### src/rtl/mode_reg_pkg.sv
// Constants, field positions and decode functions for the mode register block
package mode_reg_pkg;

  // Command codes on {cs_n, ras_n, cas_n, we_n}
  localparam logic [3:0] CMD_MRS = 4'h0;
  localparam logic [3:0] CMD_REFRESH = 4'h1;
  localparam logic [3:0] CMD_WRITE = 4'h4;
  localparam logic [3:0] CMD_READ = 4'h5;

  // Bank address codes selecting a mode register
  localparam logic [2:0] BA_MODE_ZERO = 3'h0;
  localparam logic [2:0] BA_MODE_ONE = 3'h1;
  localparam logic [2:0] BA_MODE_TWO = 3'h2;

  // Field positions
  localparam int BURST_TYPE_BIT = 3;
  localparam int TEST_MODE_BIT = 7;
  localparam int LOOP_RESET_BIT = 8;
  localparam int PPD_LOOP_BIT = 12;
  localparam int LOOP_DISABLE_BIT = 0;
  localparam int BURST_CHOP_BIT = 12;
  localparam int DRIVE_LO_BIT = 1;
  localparam int DRIVE_HI_BIT = 5;

  // Burst length field codes
  localparam logic [1:0] BL_FIXED_EIGHT = 2'h0;
  localparam logic [1:0] BL_ON_THE_FLY = 2'h1;
  localparam logic [1:0] BL_FIXED_FOUR = 2'h2;

  // Commit offsets after first write beat, minus one
  localparam logic [1:0] COMMIT_EIGHT = 2'h3;
  localparam logic [1:0] COMMIT_FOUR = 2'h1;

  // Loop lock time in clocks
  localparam int LOOP_LOCK_CK = 512;

  // Software register offsets
  localparam logic [2:0] REG_MODE_ZERO = 3'h0;
  localparam logic [2:0] REG_MODE_ONE = 3'h1;
  localparam logic [2:0] REG_MODE_TWO = 3'h2;
  localparam logic [2:0] REG_STATUS = 3'h3;
  localparam logic [2:0] REG_LOCK_LIMIT = 3'h4;

  // Reset values
  localparam logic [12:0] MODE_RESET = 13'h0000;

  function automatic logic [5:0] read_latency_setting(input logic [12:0] mr);
    read_latency_setting = {3'h0, mr[6:4]} + 6'h04 + (mr[2] ? 6'h08 : 6'h00);
  endfunction : read_latency_setting

  function automatic logic [5:0] write_latency_setting(input logic [12:0] mr);
    write_latency_setting = {3'h0, mr[5:3]} + 6'h05;
  endfunction : write_latency_setting

  function automatic logic [5:0] added_latency(input logic [12:0] mr,
    input logic [5:0] rd_setting);
    unique case ({mr[4], mr[3]})
      2'h1: added_latency = rd_setting - 6'h01;
      2'h2: added_latency = rd_setting - 6'h02;
      default: added_latency = 6'h00;
    endcase
  endfunction : added_latency

endpackage : mode_reg_pkg

### src/rtl/burst_column_order.sv
// Column index of one beat within a read or write burst
`timescale 1ns/1ps
`default_nettype none
module burst_column_order (
  // Burst description
  input wire logic [2:0] start,
  input wire logic [2:0] beat,
  input wire logic interleave,
  input wire logic chop,
  input wire logic is_write,
  // Result
  output logic [2:0] col
);

  always_comb begin
    if (is_write) begin
      col = chop ? {start[2], beat[1:0]} : beat;
    end else if (interleave) begin
      col = start ^ beat;
    end else begin
      col = {start[2] ^ beat[2], start[1:0] + beat[1:0]};
    end
  end

endmodule : burst_column_order
`default_nettype wire

### src/rtl/ddr3_mode_register_decode.sv
// Mode register decode, burst ordering and latency timing of the memory device
`timescale 1ns/1ps
`default_nettype none
// Operation
// - Burst type clear: sequential order, low bits count and wrap in four.
// - Burst type set: beat column is start column XOR beat number.
// - Chopped read stays in start group; drivers off for last four beats.
// - Writes: chop uses only start bit two, full burst always 0 to 7.
// - Fixed chop: internal write commit two clocks earlier than eight.
// - Per-command chop: commit at same time as a burst of eight.
// - Read latency setting from register-zero bits two, four, five, six.
// - Total read latency is added latency plus read latency setting.
// - Register-zero bit seven selects unspecified test mode; keep zero.
// - Loop reset bit returns to zero once the reset is performed.
// - Register-zero bits nine to eleven hold write recovery clocks.
// - Bit twelve zero freezes loop in power-down; one keeps it running.
// - Command with bank bits 001 writes mode register one.
// - Loop stops on self-refresh entry and restarts on exit.
// - Driver impedance from register-one bits one and five.
// - Register-one bits four, three give added latency and delay commands.
// - Total write latency is added latency plus write latency setting.
// - Burst length from register-zero bits zero and one.
// - Command with bank bits 000 writes mode register zero.
// - Register-one bit zero set disables the loop until cleared.
module ddr3_mode_register_decode
  import mode_reg_pkg::*;
#(
  parameter int LOCK_CYCLES = LOOP_LOCK_CK
) (
  // Clock and reset
  input wire logic clk,
  input wire logic reset_n,
  // Command and address pins
  input wire logic cke,
  input wire logic cs_n,
  input wire logic ras_n,
  input wire logic cas_n,
  input wire logic we_n,
  input wire logic [2:0] ba,
  input wire logic [13:0] addr,
  // Software register port
  input wire logic [2:0] reg_addr,
  input wire logic [31:0] reg_wdata,
  input wire logic reg_wr,
  input wire logic reg_rd,
  output logic [31:0] reg_rdata,
  // Read burst
  output logic [2:0] rd_col,
  output logic rd_beat_valid,
  output logic dq_oe,
  output logic dqs_oe,
  output logic int_read,
  // Write burst
  output logic [2:0] wr_col,
  output logic wr_beat_valid,
  output logic int_write,
  output logic write_commit,
  // Mode and loop state
  output logic dll_running,
  output logic dll_locked,
  output logic dll_reset_busy,
  output logic [1:0] drive_impedance,
  output logic test_mode,
  output logic [3:0] write_recovery_code,
  output logic [5:0] total_read_latency,
  output logic [5:0] total_write_latency
);

  typedef struct packed {
    logic [12:0] mode_reg_zero;
    logic [12:0] mode_reg_one;
    logic [12:0] mode_reg_two;
    logic cke_prev;
    logic self_ref;
    logic pdown;
    logic [5:0] total_read_latency;
    logic [5:0] total_write_latency;
    logic rd_pend;
    logic [5:0] rd_cnt;
    logic [5:0] rd_total;
    logic [5:0] rd_setting;
    logic [2:0] rd_start;
    logic rd_il;
    logic rd_chop;
    logic rd_active;
    logic [2:0] rd_next;
    logic [2:0] rd_idx;
    logic [2:0] rd_col;
    logic rd_valid;
    logic dq_oe;
    logic int_read;
    logic wr_pend;
    logic [5:0] wr_cnt;
    logic [5:0] wr_setting;
    logic [2:0] wr_start;
    logic wr_chop;
    logic wr_fix4;
    logic wr_active;
    logic [2:0] wr_next;
    logic [2:0] wr_idx;
    logic [2:0] wr_col;
    logic wr_valid;
    logic int_write;
    logic commit_run;
    logic [1:0] commit_cnt;
    logic commit;
    logic dll_rst;
    logic [15:0] lock_cnt;
    logic locked;
    logic dll_run;
    logic [15:0] lock_limit;
    logic [31:0] rdata;
  } state_t;

  logic [1:0] rst_sync_q;
  logic rst_n;
  state_t q, d;
  logic [3:0] cmd;
  logic cmd_ok;
  logic rd_take;
  logic wr_take;
  logic rd_show;
  logic wr_show;
  logic [5:0] read_latency_setting_c;
  logic [5:0] added_latency_c;
  logic [5:0] write_latency_setting_c;
  logic [2:0] rd_col_c;
  logic [2:0] wr_col_c;

  // Reset released through two flops
  always_ff @(posedge clk or negedge reset_n) begin
    if (!reset_n) begin
      rst_sync_q <= 2'h0;
    end else begin
      rst_sync_q <= {rst_sync_q[0], 1'b1};
    end
  end
  assign rst_n = rst_sync_q[1];

  assign cmd = {cs_n, ras_n, cas_n, we_n};
  // Commands only while clock enable stays high
  assign cmd_ok = cke && q.cke_prev;
  assign rd_take = cmd_ok && cmd == CMD_READ && !q.rd_pend && !q.rd_active;
  assign wr_take = cmd_ok && cmd == CMD_WRITE && !q.wr_pend && !q.wr_active;
  assign rd_show = (q.rd_pend && q.rd_cnt == 6'h00) || (q.rd_active && q.rd_idx != 3'h7);
  assign wr_show = (q.wr_pend && q.wr_cnt == 6'h00) || (q.wr_active && q.wr_idx != 3'h7);

  assign read_latency_setting_c = read_latency_setting(q.mode_reg_zero);
  assign added_latency_c = added_latency(q.mode_reg_one, read_latency_setting_c);
  assign write_latency_setting_c = write_latency_setting(q.mode_reg_two);

  burst_column_order u_rd_order (
    .start(q.rd_start),
    .beat(q.rd_next),
    .interleave(q.rd_il),
    .chop(q.rd_chop),
    .is_write(1'b0),
    .col(rd_col_c)
  );

  burst_column_order u_wr_order (
    .start(q.wr_start),
    .beat(q.wr_next),
    .interleave(1'b0),
    .chop(q.wr_chop),
    .is_write(1'b1),
    .col(wr_col_c)
  );

  always_comb begin
    d = q;
    d.int_read = 1'b0;
    d.int_write = 1'b0;
    d.commit = 1'b0;
    d.rdata = 32'h0000_0000;
    d.cke_prev = cke;
    d.total_read_latency = added_latency_c + read_latency_setting_c;
    d.total_write_latency = added_latency_c + write_latency_setting_c;

    if (q.dll_rst) begin
      d.dll_rst = 1'b0;
      d.mode_reg_zero[LOOP_RESET_BIT] = 1'b0;
    end else if (q.dll_run && !q.locked) begin
      if (q.lock_cnt == 16'h0000) begin
        d.locked = 1'b1;
      end else begin
        d.lock_cnt = q.lock_cnt - 16'h0001;
      end
    end

    // registers load only on decoded command
    if (cmd_ok && cmd == CMD_MRS) begin
      unique case (ba)
        BA_MODE_ZERO: begin
          d.mode_reg_zero = addr[12:0];
          if (addr[LOOP_RESET_BIT]) begin
            d.dll_rst = 1'b1;
            d.lock_cnt = q.lock_limit;
            d.locked = 1'b0;
          end
        end
        BA_MODE_ONE: d.mode_reg_one = addr[12:0];
        BA_MODE_TWO: d.mode_reg_two = addr[12:0];
        default: ;
      endcase
    end

    if (q.mode_reg_one[LOOP_DISABLE_BIT]) begin
      d.locked = 1'b0;
    end
    // loop stopped in self-refresh or slow-exit power-down
    d.dll_run = !q.mode_reg_one[LOOP_DISABLE_BIT] && !q.self_ref
                && !(q.pdown && !q.mode_reg_zero[PPD_LOOP_BIT]);

    // Power states follow clock enable
    if (cke) begin
      d.self_ref = 1'b0;
      d.pdown = 1'b0;
    end else if (q.cke_prev) begin
      if (!cs_n && cmd == CMD_REFRESH) begin
        d.self_ref = 1'b1;
      end else begin
        d.pdown = 1'b1;
      end
    end

    // read held for added latency before internal issue
    if (rd_take) begin
      d.rd_pend = 1'b1;
      d.rd_cnt = added_latency_c + read_latency_setting_c - 6'h02;
      d.rd_total = added_latency_c + read_latency_setting_c;
      d.rd_setting = read_latency_setting_c;
      d.rd_start = addr[2:0];
      d.rd_il = q.mode_reg_zero[BURST_TYPE_BIT];
      // chop from length field or chop pin
      d.rd_chop = q.mode_reg_zero[1:0] == BL_FIXED_FOUR
                  || (q.mode_reg_zero[1:0] == BL_ON_THE_FLY && !addr[BURST_CHOP_BIT]);
      d.int_read = added_latency_c == 6'h00;
    end else if (q.rd_pend) begin
      d.int_read = q.rd_cnt == q.rd_setting - 6'h01;
      if (q.rd_cnt == 6'h00) begin
        d.rd_pend = 1'b0;
      end else begin
        d.rd_cnt = q.rd_cnt - 6'h01;
      end
    end

    if (rd_show) begin
      d.rd_active = 1'b1;
      d.rd_idx = q.rd_next;
      d.rd_col = rd_col_c;
      d.rd_next = q.rd_next + 3'h1;
      d.rd_valid = !(q.rd_chop && q.rd_next[2]);
      d.dq_oe = !(q.rd_chop && q.rd_next[2]);
    end else begin
      d.rd_active = 1'b0;
      d.rd_valid = 1'b0;
      d.dq_oe = 1'b0;
      d.rd_next = 3'h0;
    end

    // write held for added latency as well
    if (wr_take) begin
      d.wr_pend = 1'b1;
      d.wr_cnt = added_latency_c + write_latency_setting_c - 6'h02;
      d.wr_setting = write_latency_setting_c;
      d.wr_start = addr[2:0];
      d.wr_fix4 = q.mode_reg_zero[1:0] == BL_FIXED_FOUR;
      d.wr_chop = q.mode_reg_zero[1:0] == BL_FIXED_FOUR
                  || (q.mode_reg_zero[1:0] == BL_ON_THE_FLY && !addr[BURST_CHOP_BIT]);
      d.int_write = added_latency_c == 6'h00;
    end else if (q.wr_pend) begin
      d.int_write = q.wr_cnt == q.wr_setting - 6'h01;
      if (q.wr_cnt == 6'h00) begin
        d.wr_pend = 1'b0;
      end else begin
        d.wr_cnt = q.wr_cnt - 6'h01;
      end
    end

    if (q.commit_run) begin
      if (q.commit_cnt == 2'h0) begin
        d.commit = 1'b1;
        d.commit_run = 1'b0;
      end else begin
        d.commit_cnt = q.commit_cnt - 2'h1;
      end
    end

    if (wr_show) begin
      d.wr_active = 1'b1;
      d.wr_idx = q.wr_next;
      d.wr_col = wr_col_c;
      d.wr_next = q.wr_next + 3'h1;
      d.wr_valid = !(q.wr_chop && q.wr_next[2]);
      if (!q.wr_active) begin
        d.commit_run = 1'b1;
        // fixed chop commits two clocks earlier
        d.commit_cnt = q.wr_fix4 ? COMMIT_FOUR : COMMIT_EIGHT;
      end
    end else begin
      d.wr_active = 1'b0;
      d.wr_valid = 1'b0;
      d.wr_next = 3'h0;
    end

    // Software port; unmapped offsets read zero
    if (reg_wr && reg_addr == REG_LOCK_LIMIT) begin
      d.lock_limit = reg_wdata[15:0];
    end
    if (reg_rd) begin
      unique case (reg_addr)
        REG_MODE_ZERO: d.rdata = {19'h0, q.mode_reg_zero};
        REG_MODE_ONE: d.rdata = {19'h0, q.mode_reg_one};
        REG_MODE_TWO: d.rdata = {19'h0, q.mode_reg_two};
        REG_STATUS: d.rdata = {12'h000, q.wr_pend || q.wr_active, q.rd_pend || q.rd_active,
                               q.dll_rst, q.mode_reg_zero[TEST_MODE_BIT], q.pdown, q.self_ref,
                               q.dll_run, q.locked, q.total_write_latency,
                               q.total_read_latency};
        REG_LOCK_LIMIT: d.rdata = {16'h0000, q.lock_limit};
        default: d.rdata = 32'h0000_0000;
      endcase
    end
  end

  always_ff @(posedge clk or negedge rst_n) begin
    if (!rst_n) begin
      q <= '0;
      q.mode_reg_zero <= MODE_RESET;
      q.mode_reg_one <= MODE_RESET;
      q.mode_reg_two <= MODE_RESET;
      q.lock_limit <= 16'(LOCK_CYCLES);
    end else begin
      q <= d;
    end
  end

  assign reg_rdata = q.rdata;
  assign rd_col = q.rd_col;
  assign rd_beat_valid = q.rd_valid;
  assign dq_oe = q.dq_oe;
  assign dqs_oe = q.dq_oe;
  assign int_read = q.int_read;
  assign wr_col = q.wr_col;
  assign wr_beat_valid = q.wr_valid;
  assign int_write = q.int_write;
  assign write_commit = q.commit;
  assign dll_running = q.dll_run;
  assign dll_locked = q.locked;
  assign dll_reset_busy = q.dll_rst;
  assign drive_impedance = {q.mode_reg_one[DRIVE_HI_BIT], q.mode_reg_one[DRIVE_LO_BIT]};
  assign test_mode = q.mode_reg_zero[TEST_MODE_BIT];
  assign write_recovery_code = {1'b0, q.mode_reg_zero[11:9]};
  assign total_read_latency = q.total_read_latency;
  assign total_write_latency = q.total_write_latency;

  // Cycles since the last accepted read, checked against latency
  logic [5:0] rd_age_q;
  always_ff @(posedge clk or negedge rst_n) begin
    if (!rst_n) begin
      rd_age_q <= 6'h00;
    end else if (rd_take) begin
      rd_age_q <= 6'h01;
    end else if (rd_age_q != 6'h3f) begin
      rd_age_q <= rd_age_q + 6'h01;
    end
  end

  property p_seq_order;
    @(posedge clk) disable iff (!rst_n)
    (q.rd_valid && !q.rd_il && q.rd_idx[1:0] != 2'h3) ##1 q.rd_valid
      |-> q.rd_col[1:0] == $past(q.rd_col[1:0]) + 2'h1;
  endproperty
  a_seq_order: assert property (p_seq_order)
    else $error("sequential beat order broken");

  property p_il_order;
    @(posedge clk) disable iff (!rst_n)
    q.rd_valid && q.rd_il |-> q.rd_col == (q.rd_start ^ q.rd_idx);
  endproperty
  a_il_order: assert property (p_il_order)
    else $error("interleaved beat order broken");

  property p_chop_tail;
    @(posedge clk) disable iff (!rst_n)
    q.rd_valid && q.rd_chop && q.rd_idx == 3'h3 |=> !dq_oe [*4] ##1 !q.rd_active;
  endproperty
  a_chop_tail: assert property (p_chop_tail)
    else $error("chopped read drove tail beats");

  property p_wr_full;
    @(posedge clk) disable iff (!rst_n)
    q.wr_valid && !q.wr_chop |-> q.wr_col == q.wr_idx;
  endproperty
  a_wr_full: assert property (p_wr_full)
    else $error("full write not in order");

  property p_commit_four;
    @(posedge clk) disable iff (!rst_n)
    q.wr_valid && q.wr_idx == 3'h0 && q.wr_fix4 |-> ##2 write_commit;
  endproperty
  a_commit_four: assert property (p_commit_four)
    else $error("fixed chop commit not two clocks early");

  property p_commit_eight;
    @(posedge clk) disable iff (!rst_n)
    q.wr_valid && q.wr_idx == 3'h0 && !q.wr_fix4 |-> !write_commit [*4] ##1 write_commit;
  endproperty
  a_commit_eight: assert property (p_commit_eight)
    else $error("eight beat commit time wrong");

  property p_read_latency;
    @(posedge clk) disable iff (!rst_n)
    q.rd_valid && q.rd_idx == 3'h0 |-> rd_age_q == q.rd_total;
  endproperty
  a_read_latency: assert property (p_read_latency)
    else $error("first read beat not at total latency");

  property p_loop_clear;
    @(posedge clk) disable iff (!rst_n)
    $rose(dll_reset_busy) |=> !dll_reset_busy && !q.mode_reg_zero[LOOP_RESET_BIT] && !dll_locked;
  endproperty
  a_loop_clear: assert property (p_loop_clear)
    else $error("loop reset bit did not self-clear");

  property p_mode_one_load;
    @(posedge clk) disable iff (!rst_n)
    cmd_ok && cmd == CMD_MRS && ba == BA_MODE_ONE |=> q.mode_reg_one == $past(addr[12:0]);
  endproperty
  a_mode_one_load: assert property (p_mode_one_load)
    else $error("register one not loaded");

  property p_self_ref_loop;
    @(posedge clk) disable iff (!rst_n)
    q.self_ref |=> !dll_running;
  endproperty
  a_self_ref_loop: assert property (p_self_ref_loop)
    else $error("loop running in self-refresh");

endmodule : ddr3_mode_register_decode
`default_nettype wire

### config.mk
export PLATFORM = sky130hd
export DESIGN_NAME = ddr3_mode_register_decode
export DESIGN_NICKNAME = d
export VERILOG_FILES = /design/src/rtl/mode_reg_pkg.sv /design/src/rtl/burst_column_order.sv /design/src/rtl/ddr3_mode_register_decode.sv
export SDC_FILE = /design/constraint.sdc
export NUM_CORES = 1
export LEC_CHECK = 0
export BUFFER_PORTS_ARGS = -buffer_cell sky130_fd_sc_hd__buf_2
export CAP_MARGIN = 20
export CORE_UTILIZATION = 62
export CTS_CLUSTER_SIZE = 8
export DETAILED_ROUTE_END_ITERATION = 8
export PLACE_DENSITY = 0.86
export SETUP_SLACK_MARGIN = 0.3
export SLEW_MARGIN = 15
export SYNTH_ARGS = -nofsm -noshare
export SYNTH_HDL_FRONTEND = slang
export SYNTH_SLANG_ARGS = --single-unit
### constraint.sdc
create_clock -name clk -period 14.1 [get_ports clk]
set_input_delay 0 -clock clk [delete_from_list [all_inputs] [get_ports clk]]
set_output_delay 0 -clock clk [all_outputs]
set_load 0.03 [all_outputs]
==> results of run 1 <==
## cell families after synthesis
group | after synthesis | share of synthesized area [%]
other | 2 | 0.0867
muxes | 68 | 8.81
buffers and inverters | 130 | 8.30
AOI/OAI and AO/OA | 170 | 12.7
DFF | 168 | 48.5
and+or+nand+nor | 228 | 12.7
adders and majority gates | 29 | 4.36
xor gates and xnor gates | 45 | 4.55
## worst paths after layout
kind | startpoint | to | depth (start not counted)
min in group asynchronous | rst_sync_q[1] | q[35] | 0
max in group asynchronous | rst_sync_q[1] | wr_col[2] | 3
setup reg to reg | q[185] | q[99] | 13
hold / removal | ba[0] | q[162] | 3
setup / recovery | q[185] | q[99] | 13
hold reg to reg | rst_sync_q[1] | q[35] | 0
## worst min-delay path: stages
cell and delay, ns:
buf_2 0.12, nor3b_2 0.08, mux2_2 0.22
## through the flow
stage	util, %	hold WS [ns]
finish	73.7	0.0246
CTS	73.1	0.0213
floorplan	-	-0.296
detailed placement	66.1	-0.213
global placement	66.1	-0.214
global route	73.7	0.0325
## cells in the final DEF, fill, tap and decap left out, types with 7 or more instances in the layout
master,netlist,final
nand3_1,8,8
buf_4,59,7
nor2_1,60,60
a21oi_1,25,25
o22a_1,13,13
o21ai_0,57,57
nor2b_1,13,13
xnor2_1,30,30
a31oi_1,8,8
a22oi_1,29,29
clkbuf_16,0,17
xor2_1,15,15
nor3_1,17,16
conb_1,2,14
nor4_1,8,8
ha_1,27,27
dlygate4sd3_1,0,36
dfrtp_1,167,166
buf_2,0,97
mux2_2,66,66
nand2_1,83,83
inv_1,38,38
## power by group
group | switching [mW] | internal [mW] | leakage [nW]
logic | 0.154 | 0.112 | 2.27
clock network | 0.201 | 0.268 | 0.287
registers | 0.0648 | 0.541 | 2.09
total | 0.420 | 0.921 | 4.65
## state kept, by name, summed over array words and instances (netlist names), 2 cells and up
signal               flops
drive_impedance          2
write_recovery_code      3
reg_rdata               20
total_write_latency      6
rst_sync_q               2
rd_col                   3
q                      116
total_read_latency       6
## area by class of cell
type,count,area (µm²)
clock buffers,19,443
flip-flops and latches,168,4210
fillers,877,3540
repair buffers,142,953
inverters,38,143
clock inverters,13,148
well taps,176,220
multi-input cells,554,3790
## layer usage
metal / vias up / global-route usage, % / part of all wire (%)
met4: 0 / 13.8 / 3.1
met5: - / 0 / 0
li1: 3025 / - / -
met1: 3262 / 40.3 / 43
met2: 286 / 46.6 / 48
met3: 54 / 5.61 / 6.1
==> results.py, run 1 <==
metrics = {
    "timing": {
        "min_period_ns": 3.45,
        "setup_viol": 0,
        "period_share_pct": 24.5,
        "setup_tns_ns": 0,
        "tightest_slew_ns": 0.988,
        "max-slew-margin-rel_pct": 34.1,
        "rsz0062_at_grt": "false",
        "fmax_mhz": 290,
        "worst_clock_skew_ns": 0.00840,
        "hold_violations": 0,
        "drv_slew": 0,
        "setup_ws_ns": 10.65,
    },
    "cts": {
        "hold_buffers": 36,
        "clock_path_buffers": 2,
        "clk_pin_slew_ns": 0.07,
        "cts_resized": 0,
        "cts_setup_buffers": 0,
        "ctsRootBufferMaster": "clkbuf_16",
        "cts_tree": "yes",
        "cts_inserted_buffers": 17,
        "clk_latency_ns": 0.43,
        "cts_sinks": 168,
        "cts_max_level": 4,
    },
    "placed_design": {
        "gp_congestion": 0.907,
        "placed_area_um2": 8890,
        "place_inst": 1038,
        "io_buffer_count": 97,
        "dp_hpwl_um": 13400,
        "dp_slack_ns": 10.73,
    },
    "synthesis": {
        "syn_inst": 840,
        "synth_ff_type": "dfrtp_1",
        "synth_top_area_share_pct": 48.2,
        "synth_edf_count": 0,
        "syn_avg_cell_area_um2": 10.3,
        "post-synth-top-count-cell": "dfrtp_1",
        "synthArstFlopShare_pct": 100,
        "syn_area_um2": 8660,
        "ys_warn_count": 0,
        "ys_ff_latch": 168,
        "synth_top_cells_by_count": "dfrtp_1 (167), nand2_1 (83), mux2_2 (66), nor2_1 (60), buf_4 (59)",
        "synth.area.top_cells": "dfrtp_1 (48%), mux2_2 (8.6%), buf_4 (5.1%)",
        "synth_largest_area_cell": "dfrtp_1",
        "seq_area_frac_synth_pct": 48.5,
        "synth_cell_types": 59,
    },
    "global_routing": {
        "grt_max_degree": 85,
        "track_usage_pct": 29.7,
        "grt-ovfl-total": 0,
        "grt_pass1_wl_um": 32700,
        "grt_pass1_vias": 6513,
        "antenna_found_initial": 0,
    },
    "finish": {
        "fin_area_um2": 9910,
        "antenna_cells": 0,
        "final_cells": 1110,
        "syn2layout_area_growth_pct": 14.4,
        "nets": 1011,
        "drive_above_1_share_pct": 23.1,
    },
    "die": {
        "ioPinCount": 128,
        "start_util_pct": 64.4,
        "die_area_um2": 14400,
        "die_w_um": 120,
        "rows": 42,
        "core_um2": 13500,
        "die_h_um": 120,
    },
    "detailed_routing": {
        "via_per_inst": 5.97,
        "post_drt_wl_per_cell_um": 18.0,
        "routed_wl_um": 20000,
        "drcViolationCount": 0,
        "vias": 6627,
        "drt_iter0_markers": 608,
        "dr.pass1.iters": 5,
        "detail-route-antenna-nets": 0,
    },
    "power_and_ir_drop": {
        "total_power_mw": 1.34,
        "p_leak_nw": 4.65,
        "powerDensity_nw_per_um2": 135,
        "ir_drop_v": 0.0000960,
    },
    "critical_path": {
        "worstSetupStartpointType": "flop",
        "ff2ff_setup_slack_ns": 10.65,
        "cpPeakStageDelay_ns": 0.52,
        "crit_slowest_cell": "dfrtp_1",
        "crit_required_ns": 14.39,
        "crit_family": "simple AND/OR/NAND/NOR gates",
        "critical_path.cell_chain": "inv_1 > ha_1 > nand2_1 > a21oi_1 > or3_1 > nor2_1 > ha_1 > and2_1 > a311oi_1 > a21oi_1 > mux2_2 > xor2_1 > o221ai_1",
        "path_class": "flop to flop",
        "crit_buf_inv": 1,
        "arrival_ns": 3.74,
        "critPathMaxFanout": 8,
        "cp-end-kind": "flop",
    },
    "status": {
        "status": "completed",
    },
    "flow_run": {
        "max_cap_violations": 0,
    },
    "worst_hold_path": {
        "min-delay-path-class": "primary input to flop",
    },
}
(Power assumes the default switching activity.)
==> inputs of run 2 (changes only) <==
- CORE_UTILIZATION: 62 -> 52
- PLACE_DENSITY: 0.86 -> 0.77
- clock period: 14.1 -> 3.1 ns (I/O delays scaled with it)
==> run 2 against run 1 <==
- die area rose by 19%
- via count down 0.23%
- sequential power grew to 4.5 times the previous value
- critical endpoint unchanged
- first-iteration DRC count decreased by 2.8%
- sequential share of layout area down 1.2 points
- largest power group unchanged
- critical path type unchanged
- worst setup slack worse by 10 ns
==> results.py, run 2 (same netlist as run 1, synthesis figures left out) <==
metrics = {
    "finish": {
        "layout_common_cells": "dfrtp_1 (164), buf_2 (97), nand2_1 (82)",
        "final_cells": 1169,
        "largest_reg_flops": 116,
        "drive_above_1_share_pct": 26.7,
        "fill_cells": 1211,
        "syn2layout_area_growth_pct": 17.7,
        "nets": 1030,
        "largest_register": "q",
        "final_common_cell": "dfrtp_1",
        "antenna_cells": 0,
    },
    "cts": {
        "clk_latency_ns": 0.43,
        "cts_tree": "yes",
        "clock_path_buffers": 2,
        "cts_max_level": 4,
        "cts_inserted_buffers": 17,
        "cts_sinks": 168,
        "clk_pin_slew_ns": 0.06,
        "ctsRootBufferMaster": "clkbuf_16",
    },
    "critical_path": {
        "r2r-start": "q[185]",
        "worst-r2r-cell-count": 13,
        "r2r_end": "q[99]",
        "arrival_ns": 3.14,
        "critPathMaxFanout": 4,
        "cp-end-kind": "flop",
        "worstSetupStartpointType": "flop",
        "ff2ff_setup_slack_ns": 0.26,
        "crit_required_ns": 3.40,
        "path_class": "flop to flop",
    },
    "global_routing": {
        "grt_max_degree": 66,
        "grtUsageMet3_pct": 4.75,
        "grt.met2_usage_pct": 39.9,
        "grt_pass1_wl_um": 32200,
        "antenna_found_initial": 1,
        "grt-ovfl-total": 0,
        "grtUsageMet1_pct": 33.3,
        "track_usage_pct": 24.9,
        "grt_pass1_vias": 6315,
        "grt-busiest-layer": "met2",
    },
    "timing": {
        "setup_tns_ns": 0,
        "min_period_ns": 2.84,
        "worst_clock_skew_ns": 0.00891,
        "drv_slew": 0,
        "setup_viol": 0,
        "max-slew-margin-rel_pct": 37.3,
        "hold_violations": 0,
        "fmax_mhz": 352,
        "rsz0062_at_grt": "true",
        "tightest_slew_ns": 0.941,
        "period_share_pct": 91.7,
    },
    "placed_design": {
        "place_inst": 1092,
        "io_buffer_count": 97,
        "dp_hpwl_um": 14100,
        "gp_congestion": 0.929,
    },
    "worst_hold_path": {
        "whs_path_depth": 3,
        "min-delay-path-class": "primary input to flop",
        "min_to": "q[162]",
        "min-delay-start": "ba[0]",
    },
    "die": {
        "die_w_um": 131,
        "core_um2": 16100,
        "rows": 46,
        "start_util_pct": 54.0,
        "die_h_um": 131,
        "die_area_um2": 17200,
        "ioPinCount": 128,
    },
    "power_and_ir_drop": {
        "powerDensity_nw_per_um2": 590,
        "ir_drop_v": 0.000416,
        "p_leak_nw": 4.71,
        "total_power_mw": 6.02,
    },
    "detailed_routing": {
        "dr.pass1.iters": 5,
        "detail-route-antenna-nets": 0,
        "routed_wl_um": 20500,
        "vias": 6612,
        "post_drt_wl_per_cell_um": 17.6,
        "via_per_inst": 5.66,
        "drcViolationCount": 0,
        "drt_iter0_markers": 591,
    },
    "status": {
        "status": "completed",
    },
    "flow_run": {
        "max_cap_violations": 0,
    },
}
==> run 2: critical path, stage by stage (launching register included) <==
cell and delay, ns:
dfrtp_1 0.41, inv_2 0.11, ha_4 0.22, nand2_2 0.08
a21oi_2 0.06, or3_4 0.40, nor2_4 0.14, ha_4 0.24
and2_4 0.14, a311oi_2 0.26, a21oi_2 0.07, mux2_4 0.32
xor2_1 0.15, o221ai_1 0.11
==> run 2: area by class of cell <==
cell class / instances / area [µm²] / share of cell area, %
clock inverters: 8 / 100 / 0.981
clock buffers: 24 / 452 / 4.43
well taps: 216 / 270 / 2.65
repair buffers: 161 / 1070 / 10.5
flip-flops and latches: 168 / 4210 / 41.3
inverters: 38 / 143 / 1.40
multi-input cells: 554 / 3950 / 38.7
==> run 2: stage by stage <==
| stage | hold WS (ns) | setup slack, ns | area (µm²) | utilization [%] |
|---|---|---|---|---|
| after global routing | 0.0656 | 0.147 | 10200 | 63.5 |
| after detailed placement | -0.212 | 0.0914 | 9060 | 56.4 |
| after floorplan | -0.296 | 0.223 | 8710 | - |
| after CTS | 0.0369 | 0.270 | 10000 | 62.6 |
| final | 0.0605 | 0.256 | 10200 | 63.5 |
| after global placement | -0.213 | 0.134 | 9060 | 56.4 |
==> run 2: how the worst max path moves through the flow <==
stage,from,endpoint,slack (ns),depth (start not counted)
global placement,q[169],q[99],0.13,13
finish,q[185],q[99],0.26,13
floorplan,q[185],q[99],0.22,13
CTS,q[185],q[99],0.27,13
global route,q[169],q[99],0.15,13
detailed placement,q[169],q[99],0.09,13
==> run 2: timing repair <==
action                                  CTS  global route
pin swaps                                 2            10
endpoints found under the setup margin    5             7
gates resized for setup                   8            27
hold endpoints to repair                 66             0
buffers inserted                          2             6
hold buffers                             37             0
==> run 2: where the power goes <==
| group | switching (mW) | internal, mW | total (mW) |
|---|---|---|---|
| Sequential | 0.287 | 2.46 | 2.75 |
| Clock | 0.835 | 1.18 | 2.02 |
| Combinational | 0.705 | 0.543 | 1.25 |
==> run 2: layer usage <==
| metal | vias to the layer above | part of all wire, % |
|---|---|---|
| met5 | - | 0 |
| met1 | 3231 | 43 |
| met3 | 46 | 6.4 |
| met2 | 281 | 47 |
| li1 | 3054 | - |
| met4 | 0 | 2.7 |
==> inputs of run 3 (changes only) <==
- ABC_AREA: unset -> 1
- PLACE_DENSITY: 0.77 -> 0.76
==> run 3 against run 2 <==
- synthesized cell count grew 32%
- highest routed layer unchanged
- global-route usage grew 1.2 points
- non-clock buffer count shrank 15
- combinational power shrank 9.6%
- largest power group unchanged
- register-to-register slack gained 0.19 ns
- power shrank 4.2%
- critical path type unchanged
- cell area grew 3.3%
- maximum frequency grew 7.1%
==> results.py, run 3 <==
metrics = {
    "power_and_ir_drop": {
        "switching_share_pct": 30.6,
        "powerDensity_nw_per_um2": 547,
        "p_leak_nw": 5.29,
        "seq_power_share_pct": 44.2,
        "total_power_mw": 5.76,
        "switchingPower_mw": 1.77,
        "p_int_mw": 4.00,
        "pwr-share-clk_pct": 36.1,
        "ir_drop_v": 0.000367,
        "comb_power_share_pct": 19.6,
    },
    "cts": {
        "clock_path_buffers": 2,
        "ctsRootBufferMaster": "clkbuf_16",
        "clk_pin_slew_ns": 0.07,
        "clk_latency_ns": 0.43,
        "cts_sinks": 168,
        "cts_max_level": 4,
        "cts_inserted_buffers": 17,
        "cts_tree": "yes",
    },
    "finish": {
        "multi_input_area_um2": 3870,
        "nets": 1288,
        "fill_cells": 1502,
        "seq_area_um2": 4210,
        "largest_reg_flops": 116,
        "antenna_cells": 0,
        "utilization_pct": 61.2,
        "syn2layout_area_growth_pct": 15.0,
        "final_common_cell": "nand2_1",
        "largest_register": "q",
        "layout_common_cells": "nand2_1 (220), dfrtp_1 (164), inv_1 (159)",
        "drive_above_1_share_pct": 17.0,
    },
    "synthesis": {
        "ys_ff_latch": 168,
        "synthArstFlopShare_pct": 100,
        "syn_area_um2": 9170,
        "synth_largest_area_cell": "dfrtp_1",
        "post-synth-top-count-cell": "nand2_1",
        "ys_warn_count": 0,
        "syn_inst": 1108,
        "synth_top_cells_by_count": "nand2_1 (220), dfrtp_1 (167), inv_1 (161), o21ai_0 (69), nor2_1 (68)",
        "synth_edf_count": 0,
        "seq_area_frac_synth_pct": 45.9,
        "synth_cell_types": 50,
        "synth_ff_type": "dfrtp_1",
        "synth.area.top_cells": "dfrtp_1 (46%), nand2_1 (9.0%), inv_1 (6.6%)",
        "syn_avg_cell_area_um2": 8.28,
        "synth_top_area_share_pct": 45.6,
    },
    "global_routing": {
        "grt_pass1_wl_um": 36200,
        "antenna_found_initial": 0,
        "grt-ovfl-total": 0,
        "grt_max_degree": 56,
        "grt_pass1_vias": 7166,
        "track_usage_pct": 26.1,
    },
    "timing": {
        "min_period_ns": 2.66,
        "tightest_slew_ns": 0.744,
        "max-slew-margin-rel_pct": 50.4,
        "setup_tns_ns": 0,
        "worst_clock_skew_ns": 0.00747,
        "hold_violations": 0,
        "drv_slew": 0,
        "period_share_pct": 85.7,
        "hold_slack_ns": 0.0247,
        "setup_viol": 0,
        "rsz0062_at_grt": "true",
        "fmax_mhz": 376,
    },
    "critical_path": {
        "ff2ff_setup_slack_ns": 0.44,
        "r2r-start": "q[169]",
        "cp-end-kind": "flop",
        "arrival_ns": 3.01,
        "worst-r2r-cell-count": 14,
        "r2r_end": "q[98]",
        "path_class": "flop to flop",
        "worstSetupStartpointType": "flop",
        "crit_required_ns": 3.46,
        "critPathMaxFanout": 8,
    },
    "die": {
        "start_util_pct": 53.2,
        "die_w_um": 135,
        "rows": 48,
        "core_um2": 17200,
        "ioPinCount": 128,
        "die_area_um2": 18200,
        "die_h_um": 135,
    },
    "flow_run": {
        "max_cap_violations": 0,
    },
    "placed_design": {
        "io_buffer_count": 97,
        "dp_hpwl_um": 16800,
        "gp_congestion": 0.971,
    },
    "worst_hold_path": {
        "min-delay-start": "reg_addr[1]",
        "min-delay-path-class": "primary input to flop",
        "min_to": "reg_rdata[9]",
        "whs_path_depth": 3,
    },
    "detailed_routing": {
        "detail-route-antenna-nets": 0,
        "post_drt_wl_per_cell_um": 15.7,
        "drt_iter0_markers": 503,
        "vias": 7615,
        "drcViolationCount": 0,
        "routed_wl_um": 22600,
        "dr.pass1.iters": 7,
        "via_per_inst": 5.31,
    },
    "status": {
        "status": "completed",
    },
}
[run 3: changes by cell type after synthesis, sizes merged, moves of 19 or more]
cell / before / now
mux2: 66 / 10
o21ai: 58 / 99
nand3: 8 / 69
xnor2: 30 / 11
clkbuf: 30 / 9
nand2: 83 / 228
inv: 38 / 168
a22oi: 29 / 1
[run 3: how the worst max path moves through the flow]
stage	depth (start not counted)	start	end	slack (ns)
after floorplan	0	rst_sync_q[1]	dll_locked	0.32
after global placement	15	q[170]	q[99]	0.38
after detailed placement	14	q[170]	q[99]	0.31
after CTS	15	q[170]	q[136]	0.37
after global routing	15	q[169]	q[136]	0.30
final	14	q[169]	q[98]	0.44
[run 3: per-stage QoR]
step	cell area (µm²)	instances	worst slack, ns
final	10500	1435	0.444
after global routing	10500	1435	0.300
after floorplan	9220	1120	0.323
after CTS	10400	1433	0.367
after global placement	9510	1367	0.384
after detailed placement	9510	1367	0.313
[run 3: timing repair]
| action | CTS | global route |
|---|---|---|
| endpoints found under the hold margin | 62 | 0 |
| setup buffers | 0 | 2 |
| setup endpoints to repair | 1 | 6 |
| hold buffers | 35 | 0 |
| pin swaps | 0 | 1 |
| gates resized for setup | 1 | 19 |
[run 3: kinds of logic after synthesis]
| group | synth area share [%] |
|---|---|
| AND/OR/NAND/NOR | 20.9 |
| AO/OA/AOI/OAI | 11.9 |
| other | 0.0819 |
| XOR/XNOR | 2.77 |
| adder cells (fa/ha/maj) | 4.12 |
| flip-flops | 45.9 |
| multiplexers | 1.23 |
| buffers and inverters | 13.2 |
[run 3: worst max-delay path, stage by stage (launching register included)]
cell        delay (ns)
dfrtp_1           0.41
inv_1             0.12
ha_4              0.30
clkinvlp_4        0.15
nand2_1           0.14
inv_1             0.08
ha_1              0.35
nand3_1           0.12
nand3_1           0.11
nand2_1           0.11
nand2_1           0.10
nor3_1            0.24
or2_1             0.15
nand3_1           0.06
a21oi_1           0.14
[run 3: area by class of cell]
type                       instances  share of cell area, %
timing repair buffer             146                   9.04
tap                              225                   2.67
clock inverter                    11                   1.19
inverter                         169                   6.09
clock buffer                      20                   4.33
multi-input combinational        696                   36.7
sequential                       168                   39.9
[run 3: per-layer routing]
layer  vias to the layer above  wire length, µm  track usage (%)
met4                         0              574             10.7
met5                         -                0                0
li1                       3710                -                -
met1                      3614             9990             34.2
met3                        45             1220             4.77
met2                       246            10800             42.7
[run 3: power groups by stage]
stage | registers (mW) | clock network, mW | logic [mW]
floorplan | 2.56 | 0 | 0.835
global placement | 2.58 | 0 | 1.04
detailed placement | 2.58 | 0 | 1.06
CTS | 2.55 | 2.12 | 1.10
global route | 2.57 | 2.21 | 1.27
finish | 2.55 | 2.08 | 1.13
